File: src/core/adcs_defines.svh
`ifndef ADCS_DEFINES_SVH
`define ADCS_DEFINES_SVH

// ----------------------------------------------------------------------------
// Control byte fields
// ----------------------------------------------------------------------------
`define ADCS_CTL_SPEED_HI   7
`define ADCS_CTL_SPEED_LO   6
`define ADCS_CTL_PULLUP     5
`define ADCS_CTL_SW_C       4
`define ADCS_CTL_SW_B       3
`define ADCS_CTL_SW_A       2
`define ADCS_CTL_OP_HI      1
`define ADCS_CTL_OP_LO      0
`define ADCS_CTL_RESET      8'h00

// ----------------------------------------------------------------------------
// Status byte fields
// ----------------------------------------------------------------------------
`define ADCS_STS_SRC        7
`define ADCS_STS_UV         4

// ----------------------------------------------------------------------------
// Operation select codes and SPI framing
// ----------------------------------------------------------------------------
`define ADCS_OP_SLEEP       2'h0
`define ADCS_OP_STOP        2'h1
`define ADCS_OP_WDCLR       2'h2
`define ADCS_OP_RUN         2'h3
`define ADCS_SPEED_LP       2'h3
`define ADCS_SPI_BITS       4'h8

// ----------------------------------------------------------------------------
// Timing
// ----------------------------------------------------------------------------
`define ADCS_CLK_KHZ        100_000
`define ADCS_WD_PERIOD_MS   150
`define ADCS_RST_PULSE_CYC  8'h10

`endif

File: src/core/adcs_pkg.sv
package adcs_pkg;

    typedef enum logic [2:0] {
        MODE_RESET,
        MODE_NREQ,
        MODE_RUN,
        MODE_STOP,
        MODE_SLEEP
    } adcs_mode_type;

    typedef struct packed {
        logic       ss_n;
        logic       sclk;
        logic       mosi;
        logic       pwm;
        logic       wdcfg;
        logic       reg_hot;
        logic [2:0] sw_hot;
        logic       ov;
        logic       uv;
        logic       battery_fail_flag;
        logic       lin_wake;
        logic       lin_fault;
        logic       wake_b;
        logic       wake_a;
    } adcs_pins_type;

    typedef struct packed {
        adcs_pins_type meta;
        adcs_pins_type syn;
        adcs_pins_type old;
        logic [7:0]    ctrl;
        logic [7:0]    tx;
        logic [7:0]    rx;
        logic [3:0]    bitcnt;
        logic          lp_pend;
        logic [7:0]    lp_byte;
        adcs_mode_type mode;
        logic [23:0]   wd_cnt;
        logic [7:0]    rst_cnt;
        logic [2:0]    sw_latch;
        logic [2:0]    sw_out;
        logic          src_flag;
        logic [6:0]    src_bits;
        logic          first_read;
        logic          irq;
    } adcs_state_type;

endpackage : adcs_pkg

File: src/core/adcs_top.sv
`timescale 1ns/10ps
`default_nettype none
`include "adcs_defines.svh"


module adcs_top
    import adcs_pkg::*;
#(
    parameter int unsigned WD_TIMEOUT_CYC = `ADCS_WD_PERIOD_MS * `ADCS_CLK_KHZ
) (
    input  wire logic       sys_clk,
    input  wire logic       rst_n,
    input  wire logic       ss_n,
    input  wire logic       serial_clock_pin,
    input  wire logic       mosi,
    output logic            miso,
    output logic            miso_oe_n,
    input  wire logic       pwm_gate_input,
    input  wire logic       watchdog_config_pin,
    input  wire logic       reg_overtemp_in,
    input  wire logic [2:0] switch_overtemp_in,
    input  wire logic       overvoltage_in,
    input  wire logic       undervoltage_in,
    input  wire logic       battery_fail_in,
    input  wire logic       lin_wake_in,
    input  wire logic       lin_fault_in,
    input  wire logic       wake_in_a,
    input  wire logic       wake_in_b,
    output logic            switch_a_out,
    output logic            switch_b_out,
    output logic            switch_c_out,
    output logic            irq_pulse,
    output logic            die_reset_n,
    output logic [1:0]      lin_speed_sel,
    output logic            lin_pullup_disconnect,
    output logic            low_power_stop,
    output logic            low_power_sleep
);

    // ------------------------------------------------------------------------
    // Helpers
    // ------------------------------------------------------------------------
    function automatic logic adcs_rise(input logic prev, input logic now);
        return now & ~prev;
    endfunction : adcs_rise

    function automatic logic adcs_active(input adcs_mode_type m);
        return (m == MODE_NREQ) || (m == MODE_RUN);
    endfunction : adcs_active

    localparam logic [23:0] WD_END  = 24'(WD_TIMEOUT_CYC - 1);
    localparam logic [23:0] WD_OPEN = 24'(WD_TIMEOUT_CYC / 2);

    adcs_pins_type  pins;
    adcs_state_type q;
    adcs_state_type d;

    assign pins = '{ss_n: ss_n, sclk: serial_clock_pin, mosi: mosi, pwm: pwm_gate_input,
                    wdcfg: watchdog_config_pin, reg_hot: reg_overtemp_in,
                    sw_hot: switch_overtemp_in, ov: overvoltage_in, uv: undervoltage_in,
                    battery_fail_flag: battery_fail_in, lin_wake: lin_wake_in,
                    lin_fault: lin_fault_in, wake_b: wake_in_b, wake_a: wake_in_a};

    // ------------------------------------------------------------------------
    // Next state
    // ------------------------------------------------------------------------
    always_comb begin
        logic       act;
        logic       ss_fall;
        logic       ss_rise;
        logic       valid;
        logic       wd_clear;
        logic       wd_fail;
        logic       wake_chg;
        logic [6:0] rt;
        logic [6:0] ev;
        act      = 1'b0;
        ss_fall  = 1'b0;
        ss_rise  = 1'b0;
        valid    = 1'b0;
        wd_clear = 1'b0;
        wd_fail  = 1'b0;
        wake_chg = 1'b0;
        rt       = 7'h00;
        ev       = 7'h00;
        d        = q;

        // The first stage is read only by the second; edges use stage two.
        d.meta = pins;
        d.syn  = q.meta;
        d.old  = q.syn;

        act      = adcs_active(q.mode);
        ss_fall  = adcs_rise(~q.old.ss_n, ~q.syn.ss_n);
        ss_rise  = adcs_rise(q.old.ss_n, q.syn.ss_n);
        wake_chg = (q.syn.wake_a ^ q.old.wake_a) | (q.syn.wake_b ^ q.old.wake_b);

        // Real-time status; thermal and supply sensing is blind in low power.
        rt = {q.syn.lin_wake | q.syn.lin_fault, q.syn.ov & act, q.syn.uv & act,
              q.syn.reg_hot & act, (|q.syn.sw_hot) & act,
              q.syn.wake_b, q.syn.wake_a};

        // Event sources are rise edges, except wake_a and wake_b, which report both edges; the supply and thermal ones are masked outside the active modes.
        ev[6] = adcs_rise(q.old.lin_wake | q.old.lin_fault, q.syn.lin_wake | q.syn.lin_fault);
        ev[5] = act & adcs_rise(q.old.ov, q.syn.ov);
        ev[4] = act & adcs_rise(q.old.uv, q.syn.uv);
        ev[3] = act & adcs_rise(q.old.reg_hot, q.syn.reg_hot);
        ev[2] = act & adcs_rise(|q.old.sw_hot, |q.syn.sw_hot);
        ev[1] = (q.syn.wake_b ^ q.old.wake_b);
        ev[0] = (q.syn.wake_a ^ q.old.wake_a);

        // --------------------------------------------------------------------
        // Serial slave
        // --------------------------------------------------------------------
        if (ss_fall) begin
            d.bitcnt = 4'h0;
            d.tx     = q.src_flag ? {1'b1, q.src_bits} : {1'b0, rt};
            if (q.first_read) begin
                d.tx[`ADCS_STS_UV] = q.syn.battery_fail_flag;
            end
            d.src_flag   = 1'b0;
            d.src_bits   = 7'h00;
            d.first_read = 1'b0;
        end else if (!q.syn.ss_n) begin
            if (adcs_rise(q.syn.sclk, q.old.sclk)) begin
                d.rx = {q.rx[6:0], q.syn.mosi};
                if (q.bitcnt != 4'hf) begin
                    d.bitcnt = q.bitcnt + 4'h1;
                end
            end
            if (adcs_rise(q.old.sclk, q.syn.sclk) && (q.bitcnt != 4'h0)) begin
                d.tx = {q.tx[6:0], 1'b0};
            end
        end
        valid = ss_rise && (q.bitcnt == `ADCS_SPI_BITS);
        if (valid) begin
            d.ctrl = q.rx;
            if (q.rx[`ADCS_CTL_SW_A]) d.sw_latch[0] = 1'b0;
            if (q.rx[`ADCS_CTL_SW_B]) d.sw_latch[1] = 1'b0;
            if (q.rx[`ADCS_CTL_SW_C]) d.sw_latch[2] = 1'b0;
        end

        // --------------------------------------------------------------------
        // Thermal latches; a fresh fault beats a clearing write.
        // --------------------------------------------------------------------
        if (act) begin
            d.sw_latch = d.sw_latch | q.syn.sw_hot;
        end

        // --------------------------------------------------------------------
        // Source report and interrupt pulse
        // --------------------------------------------------------------------
        d.irq = |ev;
        if (|ev) begin
            d.src_flag = 1'b1;
            d.src_bits = d.src_bits | ev;
        end

        // --------------------------------------------------------------------
        // Operating modes and window watchdog
        // --------------------------------------------------------------------
        if (valid) begin
            unique case (q.rx[`ADCS_CTL_OP_HI:`ADCS_CTL_OP_LO])
                `ADCS_OP_SLEEP, `ADCS_OP_STOP: begin
                    if (q.rx[`ADCS_CTL_SPEED_HI:`ADCS_CTL_SPEED_LO] != `ADCS_SPEED_LP) begin
                        d.lp_pend = 1'b0;
                    end else if (q.lp_pend && (q.lp_byte == q.rx) && act) begin
                        d.lp_pend = 1'b0;
                        d.mode    = q.rx[`ADCS_CTL_OP_LO] ? MODE_STOP : MODE_SLEEP;
                    end else begin
                        d.lp_pend = 1'b1;
                        d.lp_byte = q.rx;
                    end
                end
                `ADCS_OP_WDCLR: begin
                    d.lp_pend = 1'b0;
                    wd_clear  = 1'b1;
                end
                `ADCS_OP_RUN: begin
                    d.lp_pend = 1'b0;
                    if (!q.syn.wdcfg && q.mode == MODE_NREQ) begin
                        d.mode = MODE_RUN;
                    end
                end
            endcase
        end else if (ss_rise) begin
            d.lp_pend = 1'b0;
        end

        if (!act || !q.syn.wdcfg) begin
            d.wd_cnt = 24'h00_0000;
            if (wd_clear && q.mode == MODE_NREQ) begin
                d.mode = MODE_RUN;
            end
        end else if (q.mode == MODE_NREQ) begin
            d.wd_cnt = q.wd_cnt + 24'h00_0001;
            if (wd_clear) begin
                d.mode   = MODE_RUN;
                d.wd_cnt = 24'h00_0000;
            end else if (q.wd_cnt >= WD_END) begin
                wd_fail = 1'b1;
            end
        end else begin
            d.wd_cnt = q.wd_cnt + 24'h00_0001;
            if (wd_clear) begin
                wd_fail  = (q.wd_cnt < WD_OPEN);
                d.wd_cnt = 24'h00_0000;
            end else if (q.wd_cnt >= WD_END) begin
                wd_fail = 1'b1;
            end
        end

        // Wake-up handling in low power.
        if (q.mode == MODE_STOP && (wake_chg || ev[6] || ss_rise)) begin
            d.mode = MODE_NREQ;
        end
        if (q.mode == MODE_SLEEP && (wake_chg || ev[6])) begin
            wd_fail = 1'b1;
        end

        if (q.mode == MODE_RESET) begin
            d.rst_cnt = q.rst_cnt - 8'h01;
            if (q.rst_cnt <= 8'h01) begin
                d.mode    = MODE_NREQ;
                d.rst_cnt = 8'h00;
            end
        end

        // Device reset keeps the pullup choice; only power-on clears it.
        if (wd_fail) begin
            d.mode       = MODE_RESET;
            d.rst_cnt    = `ADCS_RST_PULSE_CYC;
            d.ctrl       = `ADCS_CTL_RESET | (q.ctrl & 8'h20);
            d.wd_cnt     = 24'h00_0000;
            d.lp_pend    = 1'b0;
            d.sw_latch   = 3'h0;
            d.src_flag   = 1'b0;
            d.src_bits   = 7'h00;
            d.first_read = 1'b1;
        end

        // Output drivers, registered from the settled state.
        d.sw_out[0] = q.ctrl[`ADCS_CTL_SW_A] & q.syn.pwm & ~q.sw_latch[0] & act;
        d.sw_out[1] = q.ctrl[`ADCS_CTL_SW_B] & q.syn.pwm & ~q.sw_latch[1] & act;
        d.sw_out[2] = q.ctrl[`ADCS_CTL_SW_C] & ~q.sw_latch[2] & act;
    end

    // ------------------------------------------------------------------------
    // State register
    // ------------------------------------------------------------------------
    always_ff @(posedge sys_clk) begin
        if (!rst_n) begin
            // Sampling runs on through reset, so a level held across reset on any pin but ss_n,
            // which is forced high, does not look like a fresh event when reset is released.
            q            <= '0;
            q.meta       <= pins;
            q.syn        <= q.meta;
            q.old        <= q.syn;
            q.meta.ss_n  <= 1'b1;
            q.syn.ss_n   <= 1'b1;
            q.old.ss_n   <= 1'b1;
            q.ctrl       <= `ADCS_CTL_RESET;
            q.mode       <= MODE_NREQ;
            q.first_read <= 1'b1;
        end else begin
            q <= d;
        end
    end

    assign miso                  = q.tx[7];
    assign miso_oe_n             = q.syn.ss_n;
    assign switch_a_out          = q.sw_out[0];
    assign switch_b_out          = q.sw_out[1];
    assign switch_c_out          = q.sw_out[2];
    assign irq_pulse             = q.irq;
    assign die_reset_n           = (q.mode != MODE_RESET) && (q.mode != MODE_SLEEP);
    assign lin_speed_sel         = q.ctrl[`ADCS_CTL_SPEED_HI:`ADCS_CTL_SPEED_LO];
    assign lin_pullup_disconnect = q.ctrl[`ADCS_CTL_PULLUP];
    assign low_power_stop        = (q.mode == MODE_STOP);
    assign low_power_sleep       = (q.mode == MODE_SLEEP);

endmodule : adcs_top

`default_nettype wire

File: config.mk
export PLATFORM = sky130hd
export DESIGN_NAME = adcs_top
export DESIGN_NICKNAME = d
export VERILOG_FILES = /design/src/core/adcs_pkg.sv /design/src/core/adcs_top.sv
export VERILOG_INCLUDE_DIRS = /design/src /design/src/core
export SDC_FILE = /design/constraint.sdc
export NUM_CORES = 1
export LEC_CHECK = 0
export ABC_CLOCK_PERIOD_IN_PS = 3000
export BUFFER_PORTS_ARGS = -buffer_cell sky130_fd_sc_hd__buf_2
export CAP_MARGIN = 20
export CORE_MARGIN = 5
export CORE_UTILIZATION = 36
export DETAILED_ROUTE_END_ITERATION = 6
export PLACE_DENSITY = 0.55
export SLEW_MARGIN = 10
export SYNTH_ARGS = -nofsm -noshare
export SYNTH_HDL_FRONTEND = slang
export SYNTH_SLANG_ARGS = --single-unit
File: constraint.sdc
create_clock -name sys_clk -period 3 [get_ports sys_clk]
set_clock_uncertainty 0.2 [all_clocks]
set_input_delay 0.15 -clock sys_clk [delete_from_list [all_inputs] [get_ports sys_clk]]
set_output_delay 0.15 -clock sys_clk [all_outputs]
set_load 0.05 [all_outputs]
* Word level (Yosys, flattened, before mapping)
Index checks and enable logic that the tools add are counted.
Storage, ports and cells: bits in registers 132, input bits 18
Cells by class: $lt $le $gt $ge 3, bitwise gates (word level) 47, mux-type cells 48, add/sub/neg operators 3, reduce and logical (&&, ||, !) cells 36, equality and inequality tests 15
Operators with widths (count):
- $mux W8 | 7
- $mux W27 | 2
- $mux W24 | 2
- $mux W36 | 1
- $mux W11 | 3
- $mux W3 | 11
- $and A1 B1 Y1 | 25
- $add A24 B1 Y24 const B | 1
- $ge A24 B24 Y1 const B | 1
- $lt A24 B23 Y1 const B | 1
- $mux W20 | 1
- $mux W1 | 16
- $not A1 Y1 | 15
- $mux W12 | 1
- $logic_and A1 B1 Y1 | 9
- $mux W9 | 1
- $ne A3 B3 Y1 const B | 3
- $reduce_or A3 Y1 | 3
- $eq A8 B8 Y1 | 1
- $le A8 B1 Y1 const B | 1
- $reduce_bool A2 Y1 | 4
- $reduce_or A2 Y1 | 4
- $sub A8 B1 Y8 const B | 1
- $or A7 B7 Y7 | 1
- 26 further kinds | 37

* Longest topological paths before layout
Gate-level depths: netlist of the first run.
depth after elaboration 16, mapped depth 10, depth with buffers taken out 8

* Worst setup path before layout of the first run
OpenSTA, ideal clock, no wires.
path kind flip-flop to flip-flop, from register q, in the netlist miso_oe_n, to register q[54] in the netlist's numbering, path buffers 1, arrival 2.133 ns, path slack 0.592 ns, library setup time 0.076 ns, cell stages (with the launch flop) 8, required time 2.724 ns, cells stage by stage dfxtp_1 -> buf_2 -> nand2b_4 -> or2_2 -> or3_1 -> nor2_1 -> nand2_1 -> a21boi_0
Between the ends: word-level cells in the longest chain between the ends 4, elaborated cells on any way between the ends 5, those cells by class 2 x eq/ne; 1 x bitwise; 2 x reduce/logical
Ends and longest elaborated chain:
- from (decl) | line adcs_top.sv:55 | adcs_state_type q;
- $and A1 B1 Y1 (*) | line adcs_top.sv:44 | return now & ~prev;
- $logic_and A1 B1 Y1 (*) | line adcs_top.sv:135 | valid = ss_rise && (q.bitcnt == `ADCS_SPI_BITS);
- $ne A3 B3 Y1 (no line)
- $reduce_and A4 Y1 (no line) (*)
Every way passes the cells marked *; elsewhere a longest branch is shown, timed or not. A chain may end at the register's enable or synchronous reset.

* Worst setup path in the final report of the first run
from register q[60] in the netlist's numbering, to register q[54] in the netlist's numbering
Between the ends: word-level cells in the longest chain between the ends 4, elaborated cells on any way between the ends 5, those cells by class 3 x eq/ne; 2 x reduce/logical
Ends and longest elaborated chain (line):
- $eq A4 B4 Y1 (no line) (*)
- $logic_and A1 B1 Y1 (*) | adcs_top.sv:135
- $ne A3 B3 Y1 (no line)
- $reduce_and A4 Y1 (no line) (*)
Marked as above.

==> results_dict.tcl, run 1 <==
set metrics [dict create \
    end_kind "register" \
    drtIter0Drc 221 \
    hold_viol_final 0 \
    critical_path_arrival_ns 2.64 \
    placed_cell_area_mm2 0.005288 \
    yosys.area_share.xor_xnor_pct 6.286 \
    num_rows 43 \
    wl_mm 10.22 \
    vias 3705 \
    numCtsBuffers 17 \
    hold_class "in -> reg" \
    synth_warnings 0 \
    multi_input_area_mm2 0.002241 \
    synth.avg_cell_area_um2 9.446 \
    overflow 0 \
    netlist_area_mm2 0.005016 \
    worst_setup_path_start_kind "register" \
    die_area_mm2 0.01639 \
    cts_resized 0 \
    cts.sinks 129 \
    worst_pin_slew_ns 0.7982 \
    synth.distinct_cells 60 \
    synth_edf_count 0 \
    synth-async-reset-ratio_pct 0 \
    grt_pass1_wl_mm 17.50 \
    grt_setup_unrepaired "no" \
    route.detailed.wl_per_inst_um 13.28 \
    synth-simple-area-share_pct 23.65 \
    clockBufferDepth 2 \
    grt_pass1_vias 3653 \
    post_cts_buffers 0 \
    io_pins 30 \
    nFillCells 1391 \
    p_int_w 0.003114 \
    fin_cells 769 \
    synth_flop_cell "dfxtp_1" \
    finalSetupViolCount 0 \
    nNetsFinal 600 \
    final_antenna_net_count 0 \
    use_met1_pct 17.11 \
    path_clk_slew_ns 0.06 \
    ys_seq_elements 129 \
    synth-compound-area-share_pct 11.27 \
    p_sw_share_pct 21.15 \
    slew_headroom_pct 46.79 \
    drtPass1Iterations 4 \
    status "finished clean" \
    mostFrequentLayoutCells "dfxtp_1 (129), nand2_1 (63), nor2_1 (60)" \
    grt.total_usage_pct 13.42 \
    grt_start_max_net_pins 35 \
    fmax_ghz 0.3986 \
    die_x_um 128.0 \
    syn_inst 531 \
    cts_tree "done" \
    seqCellArea_mm2 0.002582 \
    dp_hpwl_mm 7.123 \
    antenna_found_initial 0 \
    path_max_fanout 11 \
    place.gp.congestion 0.8036 \
    p_seq_share_pct 45.4 \
    cap_violations 0 \
    p_switching_w 0.0008352 \
    synth_top_family_by_area "simple AND/OR/NAND/NOR gates" \
    yosysSeqAreaShare_pct 51.48 \
    avgViaCountPerCell 4.818 \
    synth_mux_area_share_pct 2.220 \
    synth_nets 554 \
    min_period_over_period_pct 83.62 \
    tns_ns 0 \
    synth_fa_ha_area_share_pct 1.247 \
    htree_levels 4 \
    post-place-ws_ns 0.4940 \
    drive_gt1_share_pct 13.75 \
    core_region_area_mm2 0.01377 \
    holdBufCountCts 16 \
    final_common_cell "dfxtp_1" \
    drc 0 \
    p_leak_nw 2.306 \
    cp.required_ns 3.13 \
    clk-insertion-delay-late_ns 0.41 \
    antenna_cells 0 \
    met3_usage_pct 4.000 \
    fin_area_mm2 0.006042 \
    grt_busiest_layer "met2" \
    dp_cells 722 \
    fin_crit_ns 2.509 \
    powerDensity_mw_per_mm2 653.6 \
    port_buffers 29 \
    setup_ws_ns 0.4915 \
    start_util_pct 36.42 \
    combPwrFrac_pct 3.1 \
    die_y_um 128.0 \
    p_clk_share_pct 51.5 \
    criticalPathCategory "reg -> reg" \
    grtUsageMet2_pct 21.47 \
    maxSlewViolCount 0 \
    area_growth_pct 20.45 \
    cts_root_buf "clkbuf_16" \
    ir_worst_vdd_v 0.0003690 \
]
-- state kept, by name (all words and copies together), names as in the netlist --
name,cells
d,31
irq_pulse,1
lin_pullup_disconnect,1
lin_speed_sel,2
miso,1
miso_oe_n,1
q,89
switch_a_out,1
switch_b_out,1
switch_c_out,1
-- power by group through the flow --
stage                     Clock (W)  Sequential, W  Combinational, W
after floorplan                   0        0.00182         0.0000770
after global placement            0        0.00183          0.000107
after detailed placement          0        0.00183          0.000110
after CTS                   0.00209        0.00179          0.000126
after global routing        0.00217        0.00180          0.000140
final                       0.00203        0.00179          0.000124
-- layer usage --
layer | up-vias | share of wire [%]
met2 | 43 | 47
met5 | - | 0
met3 | 12 | 2.9
met4 | 0 | 1.4
met1 | 1735 | 49
li1 | 1915 | -
-- final cells by class --
| class | instances | share of cell area [%] |
|---|---|---|
| multi-input combinational | 366 | 37.09 |
| timing repair buffer | 52 | 5.923 |
| tap | 180 | 3.727 |
| clock inverter | 11 | 2.112 |
| clock buffer | 20 | 7.724 |
| inverter | 11 | 0.6834 |
| sequential | 129 | 42.74 |
-- cell families after synthesis --
group / Yosys count
compound gates: 81
mux: 11
simple gates: 233
flops: 129
buf+inv: 36
xor+xnor: 36
fa+ha+maj: 5
-- per-stage QoR --
step           utilization [%]  total power [W]  hold WS (ns)
2_1_floorplan                -         0.001902      -0.02228
3_3_place_gp             38.39         0.001936       0.05210
3_5_place_dp             38.39         0.001939       0.05364
4_1_cts                  43.87         0.004009       0.02426
5_1_grt                  43.87         0.004106       0.06717
6_report                 43.87         0.003949       0.04610
-- final timing paths --
| path | slack [ns] | endpoint | from | cells past startpoint |
|---|---|---|---|---|
| min reg2reg | 0.13 | d[94] | d[110] | 0 |
| max reg2reg | 0.49 | q[54] | q[60] | 8 |
| max | 0.49 | q[54] | q[60] | 8 |
| min | 0.05 | q[103] | rst_n | 3 |
-- worst max-delay path: stages, from the launching register on --
cell      delay [ns]
dfxtp_1         0.34
inv_1           0.07
ha_1            0.15
nand3b_1        0.15
or2_2           0.42
or3_1           0.47
nor2_1          0.36
nand2_1         0.09
a21boi_0        0.18
-- cells in the mapped netlist (11+ instances only) --
cell        n  share of area, %
a21boi_0   12               1.8
a21oi_1    20               2.0
clkbuf_1   12              0.90
dfxtp_1   129                51
inv_1      11              0.82
nand2_1    63               4.7
nand2b_1   12               1.5
nand3_1    17               1.7
nor2_1     60               4.5
nor3_1     18               1.8
xnor2_1    20               3.5
xor2_1     16               2.8
Power figures use the tool's default switching activity.
==> inputs of run 2 (changes only) <==
--- a/config.mk
+++ b/config.mk
@@ -6,7 +6,8 @@
 export SDC_FILE = /design/constraint.sdc
 export NUM_CORES = 1
 export LEC_CHECK = 0
-export ABC_CLOCK_PERIOD_IN_PS = 3000
+export ABC_AREA = 1
+export ABC_CLOCK_PERIOD_IN_PS = 2400
 export BUFFER_PORTS_ARGS = -buffer_cell sky130_fd_sc_hd__buf_2
 export CAP_MARGIN = 20
 export CORE_MARGIN = 5
==> constraint.sdc (replaced) <==
create_clock -name sys_clk -period 2.4 [get_ports sys_clk]
set_clock_uncertainty 0.2 [all_clocks]
set_input_delay 0.12 -clock sys_clk [delete_from_list [all_inputs] [get_ports sys_clk]]
set_output_delay 0.12 -clock sys_clk [all_outputs]
set_load 0.05 [all_outputs]
==> run 2 against run 1 <==
- synthesized cell count up 26%
- global-route usage up 0.81 points
- combinational power up 40%
- non-clock buffer count up 7
- critical path type unchanged
- largest power group unchanged
==> results_dict.tcl, run 2 <==
set metrics [dict create \
    status "finished clean" \
    cts.sinks 129 \
    fin_crit_ns 2.094 \
    hold_path_depth 0 \
    synth.avg_cell_area_um2 7.983 \
    slew_headroom_pct 63.45 \
    combPwrFrac_pct 3.4 \
    grt_setup_unrepaired "no" \
    nNetsFinal 756 \
    route.detailed.wl_per_inst_um 12.55 \
    clockBufferDepth 2 \
    core_region_area_mm2 0.01459 \
    syn_inst 671 \
    worst_setup_path_start_kind "register" \
    yosysMostFrequentCell "dfxtp_1" \
    met3_length_um 400 \
    die_area_mm2 0.01742 \
    tns_ns 0 \
    numCtsBuffers 17 \
    powerDensity_mw_per_mm2 777.0 \
    htree_levels 4 \
    p_seq_share_pct 44.0 \
    hold_class "reg -> reg" \
    area_growth_pct 22.03 \
    critical_path_arrival_ns 2.20 \
    antenna_cells 0 \
    largest_reg_flops 89 \
    ys_top_cells_by_count "dfxtp_1 (129), nand2_1 (120), nor2_1 (80), inv_1 (77), a21oi_1 (51)" \
    drc 0 \
    num_rows 44 \
    p_clk_share_pct 52.6 \
    io_pins 30 \
    synth-async-reset-ratio_pct 0 \
    port_buffers 29 \
    netlist_area_mm2 0.005356 \
    min_period_over_period_pct 87.23 \
    synth_flop_cell "dfxtp_1" \
    holdPathEnd "d[89]" \
    p_int_w 0.003864 \
    path_clk_slew_ns 0.06 \
    die_x_um 132.0 \
    r2r_slack_ns 0.31 \
    grt_pass1_wl_mm 20.35 \
    cap_violations 0 \
    cts_root_buf "clkbuf_16" \
    grt_start_max_net_pins 27 \
    setup_ws_ns 0.3064 \
    routed-wl-met2_mm 5.723 \
    r2r_cells 11 \
    reg2reg_to "q[40]" \
    p_switching_w 0.001214 \
    criticalPathCategory "reg -> reg" \
    worst_pin_slew_ns 0.5432 \
    final_antenna_net_count 0 \
    top_layer "met4" \
    met1_length_mm 5.281 \
    synth_warnings 0 \
    r2r-start "q[50]" \
    place.gp.congestion 0.8467 \
    synth_area_leader_cell "dfxtp_1" \
    cts_tree "done" \
    overflow 0 \
    synth_nets 694 \
    hold_start "d[105]" \
    wl_mm 11.67 \
    cp.required_ns 2.50 \
    start_util_pct 36.72 \
    yosysSeqAreaShare_pct 48.21 \
    dp_hpwl_mm 8.438 \
    fmax_ghz 0.4777 \
    antenna_found_initial 0 \
    grt.total_usage_pct 14.23 \
    synth_edf_count 0 \
    die_y_um 132.0 \
    post-place-ws_ns 0.2662 \
    grt_pass1_vias 4430 \
    drive_gt1_share_pct 17.16 \
    nFillCells 1412 \
    synth_top_area_share_pct 48.21 \
    post_cts_buffers 0 \
    synth.distinct_cells 44 \
    drtIter0Drc 315 \
    vias 4397 \
    clk-insertion-delay-late_ns 0.41 \
    mostFrequentLayoutCells "dfxtp_1 (129), nand2_1 (120), nor2_1 (79)" \
    drtPass1Iterations 5 \
    maxSlewViolCount 0 \
    p_sw_share_pct 23.91 \
    ys_seq_elements 129 \
    hold_viol_final 0 \
    end_kind "register" \
    path_max_fanout 12 \
    synth.area.top_cells "dfxtp_1 (48%), nand2_1 (8.4%), nor2_1 (5.6%), inv_1 (5.4%), nor2_4 (5.0%)" \
    p_leak_nw 2.730 \
    finalSetupViolCount 0 \
    avgViaCountPerCell 4.728 \
    ir_worst_vdd_v 0.0005839 \
    regMostFlops "q" \
    final_common_cell "dfxtp_1" \
]
-- run 2: cell count changes after synthesis, moves of 11 or more --
| cell | change |
|---|---|
| inv_1 | +66 |
| nand2_1 | +57 |
| a21oi_1 | +31 |
| o21ai_0 | +31 |
| nor2_4 | +24 |
| nor2_1 | +20 |
| nand3_1 | +17 |
| xnor2_1 | -15 |
| a21boi_0 | -12 |
| nand2b_1 | -12 |
| xor2_1 | -11 |
-- run 2: power by group through the flow --
stage / sequential, W / clock (W) / combinational (W)
5_1_grt: 0.00224 / 0.00284 / 0.000195
3_5_place_dp: 0.00228 / 0 / 0.000154
6_report: 0.00223 / 0.00267 / 0.000173
4_1_cts: 0.00223 / 0.00274 / 0.000175
3_3_place_gp: 0.00228 / 0 / 0.000151
2_1_floorplan: 0.00228 / 0 / 0.000102
-- run 2: timing repair --
| item | CTS | global route |
|---|---|---|
| gates resized for setup | 0 | 0 |
| hold endpoints to repair | 19 | 0 |
| hold buffers | 17 | 0 |
-- run 2: critical path, stage by stage (launching register included) --
cell	delay (ns)
dfxtp_1	0.34
inv_1	0.13
nand2_1	0.07
nor2_1	0.24
inv_1	0.21
nor2_4	0.16
nand3_2	0.13
nand2_2	0.11
nor2_4	0.05
nand2_4	0.10
buf_12	0.18
nor2_1	0.06
-- run 2: final cells by class --
cell class                      instances  area (um2)  area share (%)
Sequential cell                       129        2582           39.51
Timing Repair Buffer                   59       437.9           6.700
Tap cell                              184       230.2           3.522
Inverter                               85       320.3           4.900
Clock inverter                         15       192.7           2.948
Clock buffer                           17       425.4           6.508
Multi-Input combinational cell        441        2347           35.91
-- run 2: worst max-delay path by stage --
| stage | cells after the start | slack [ns] | endpoint | from |
|---|---|---|---|---|
| 3_3_place_gp | 7 | 0.31 | q[47] | q[26] |
| 3_5_place_dp | 7 | 0.27 | q[47] | q[39] |
| 5_1_grt | 15 | 0.09 | q[40] | q[24] |
| 6_report | 11 | 0.31 | q[40] | q[50] |
| 4_1_cts | 7 | 0.25 | q[47] | q[39] |
| 2_1_floorplan | 9 | 0.05 | q[28] | q[48] |
-- run 2: per-layer routing --
metal  vias to the layer above  GRT usage [%]
met1                      2004          16.79
met2                        70          24.09
li1                       2300              -
met3                        23          3.779
met5                         -              0
met4                         0          6.571
-- run 2: cell families (layout without fill, tap and decap cells) --
kind of cell	Yosys count	in the layout	share of synthesized area [%]
AO/OA/AOI/OAI	111	111	11.19
XOR/XNOR	10	10	1.635
adder cells (fa/ha/maj)	5	5	1.168
buffers and inverters	101	176	8.012
flip-flops	129	129	48.21
AND/OR/NAND/NOR	315	315	29.78
-- run 2: through the flow --
stage	cell area [um2]	utilization (%)	hold WS, ns	instances	total power [W]
after CTS	6536	44.80	0.1172	930	0.005145
after floorplan	5359	-	-0.05228	671	0.002384
after detailed placement	5748	39.40	0.02361	881	0.002435
after global routing	6536	44.80	0.1274	930	0.005275
final	6536	44.80	0.1244	930	0.005078
after global placement	5748	39.40	0.02207	881	0.002431
==> inputs of run 3 (changes only) <==
--- a/config.mk
+++ b/config.mk
@@ -11,9 +11,9 @@
 export BUFFER_PORTS_ARGS = -buffer_cell sky130_fd_sc_hd__buf_2
 export CAP_MARGIN = 20
 export CORE_MARGIN = 5
-export CORE_UTILIZATION = 36
+export CORE_UTILIZATION = 30
 export DETAILED_ROUTE_END_ITERATION = 6
-export PLACE_DENSITY = 0.55
+export PLACE_DENSITY = 0.48
 export SLEW_MARGIN = 10
 export SYNTH_ARGS = -nofsm -noshare
 export SYNTH_HDL_FRONTEND = slang
==> run 3 against run 2 <==
- final area is 0.48% higher
- count of clock-buffer cells in the layout unchanged
- power shrank 2.2%
- register-to-register slack lost 0.08 ns
- via count up 0.48%
- first-iteration DRC count down 24%
- critical path depth unchanged
- critical endpoint is now q[42]
- highest routed layer unchanged
==> results_dict.tcl, run 3 (synthesized netlist as in run 2, its figures left out) <==
set metrics [dict create \
    p_leak_nw 2.731 \
    clk-insertion-delay-late_ns 0.42 \
    worst_pin_slew_ns 0.4781 \
    grt_pass1_vias 4294 \
    cpPeakStageDelay_ns 0.35 \
    crit_chain "ha_1 -> nand2_1 -> nor2_1 -> nand2_1 -> nor2_1 -> inv_1 -> nor2_1 -> nand4_1 -> or2_2 -> nand3_1 -> nor2_4" \
    vias 4418 \
    die_area_mm2 0.02063 \
    cap_violations 0 \
    grt_pass1_wl_mm 20.59 \
    powerDensity_mw_per_mm2 756.2 \
    grt_start_max_net_pins 27 \
    path_common_cell "nor2_1" \
    num_rows 48 \
    critical_path_arrival_ns 2.29 \
    cp.required_ns 2.51 \
    path_max_fanout 3 \
    fin_crit_ns 2.178 \
    die_y_um 143.6 \
    area_growth_pct 22.61 \
    hold_class "reg -> reg" \
    drive_gt1_share_pct 17.38 \
    drtIter0Drc 238 \
    antenna_found_initial 0 \
    hold_viol_final 0 \
    mostFrequentLayoutCells "dfxtp_1 (129), nand2_1 (120), nor2_1 (79)" \
    maxSlewViolCount 0 \
    finalSetupViolCount 0 \
    htree_levels 4 \
    worst_setup_path_start_kind "register" \
    port_buffers 29 \
    end_kind "register" \
    min_period_over_period_pct 90.75 \
    setup_ws_ns 0.2221 \
    drc 0 \
    path_clk_slew_ns 0.06 \
    fin_cells 973 \
    cts_resized 0 \
    dp_hpwl_mm 8.800 \
    fmax_ghz 0.4592 \
    status "finished clean" \
    cts.sinks 129 \
    start_util_pct 30.75 \
    post-place-ws_ns 0.2088 \
    numCtsBuffers 17 \
    drtPass1Iterations 4 \
    route.detailed.wl_per_inst_um 12.46 \
    criticalPathCategory "reg -> reg" \
    wl_mm 12.12 \
    grt.total_usage_pct 12.61 \
    largest_reg_flops 89 \
    cts_root_buf "clkbuf_16" \
    final_antenna_net_count 0 \
    final_common_cell "dfxtp_1" \
    die_x_um 143.6 \
    slew_headroom_pct 68.01 \
    cts_tree "done" \
    slowest_stage "dfxtp_1" \
    regMostFlops "q" \
    tns_ns 0 \
    clockBufferDepth 2 \
    nNetsFinal 758 \
    avgViaCountPerCell 4.541 \
    overflow 0 \
    antenna_cells 0 \
    dp_cells 924 \
    io_pins 30 \
    grt_setup_unrepaired "no" \
    core_region_area_mm2 0.01742 \
    place.gp.congestion 0.8199 \
    ir_worst_vdd_v 0.0005382 \
]
-- run 3: cell count changes in the layout (fill, tap and decap cells not counted) --
cell and delta:
clkinv_2 +2, buf_4 +2, clkinv_8 -1, clkinvlp_4 -1
clkinv_4 -3, bufinv_16 -1, inv_6 +4
-- run 3: metrics by stage --
stage | util (%) | hold slack, ns | total power [W] | area, um2
final | 37.71 | 0.1210 | 0.004967 | 6568
after detailed placement | 33.38 | 0.02392 | 0.002438 | 5814
after global routing | 37.71 | 0.1274 | 0.005168 | 6568
after floorplan | - | -0.05228 | 0.002384 | 5359
after global placement | 33.38 | 0.02319 | 0.002434 | 5814
after CTS | 37.71 | 0.1121 | 0.005030 | 6568
-- run 3: critical path: cells and delay by family (launching register included) --
family                   cells  cell delay, ns
flip-flops                   1            0.35
AND/OR/NAND/NOR              9            1.29
buffers and inverters        1            0.08
adder cells (fa/ha/maj)      1            0.17
-- run 3: worst paths after layout --
kind	slack [ns]	endpoint	start	depth (start not counted)
setup / recovery	0.22	q[42]	q[24]	11
hold / removal	0.12	d[99]	d[115]	0
hold reg to reg	0.12	d[99]	d[115]	0
setup reg to reg	0.22	q[42]	q[24]	11
-- run 3: timing repair --
action	in CTS	in global routing
hold buffers	17	0
hold endpoints to repair	20	0
endpoints found under the setup margin	0	0
buffers inserted	0	0
-- run 3: final cells by class --
| class | count | area, um2 |
|---|---|---|
| fill | 1813 | 10850 |
| multi-input combinational | 441 | 2347 |
| sequential | 129 | 2582 |
| clock inverter | 15 | 157.7 |
| tap | 225 | 281.5 |
| clock buffer | 17 | 425.4 |
| inverter | 85 | 320.3 |
| timing repair buffer | 61 | 452.9 |
-- run 3: layer usage --
metal  global-route usage, %  wire length (um)  up-vias
met1                   16.05              5773     2037
met5                       0                 0        -
met3                   3.461               379       10
li1                        -                 -     2300
met4                   4.658               161        0
met2                   20.48              5808       71
-- run 3: where the power goes --
part / leakage [nW] / internal (W) / switching, W
combinational: 1.38 / 0.0000727 / 0.000101
sequential: 1.06 / 0.00220 / 0.0000303
clock: 0.293 / 0.00148 / 0.00108
total: 2.73 / 0.00376 / 0.00121
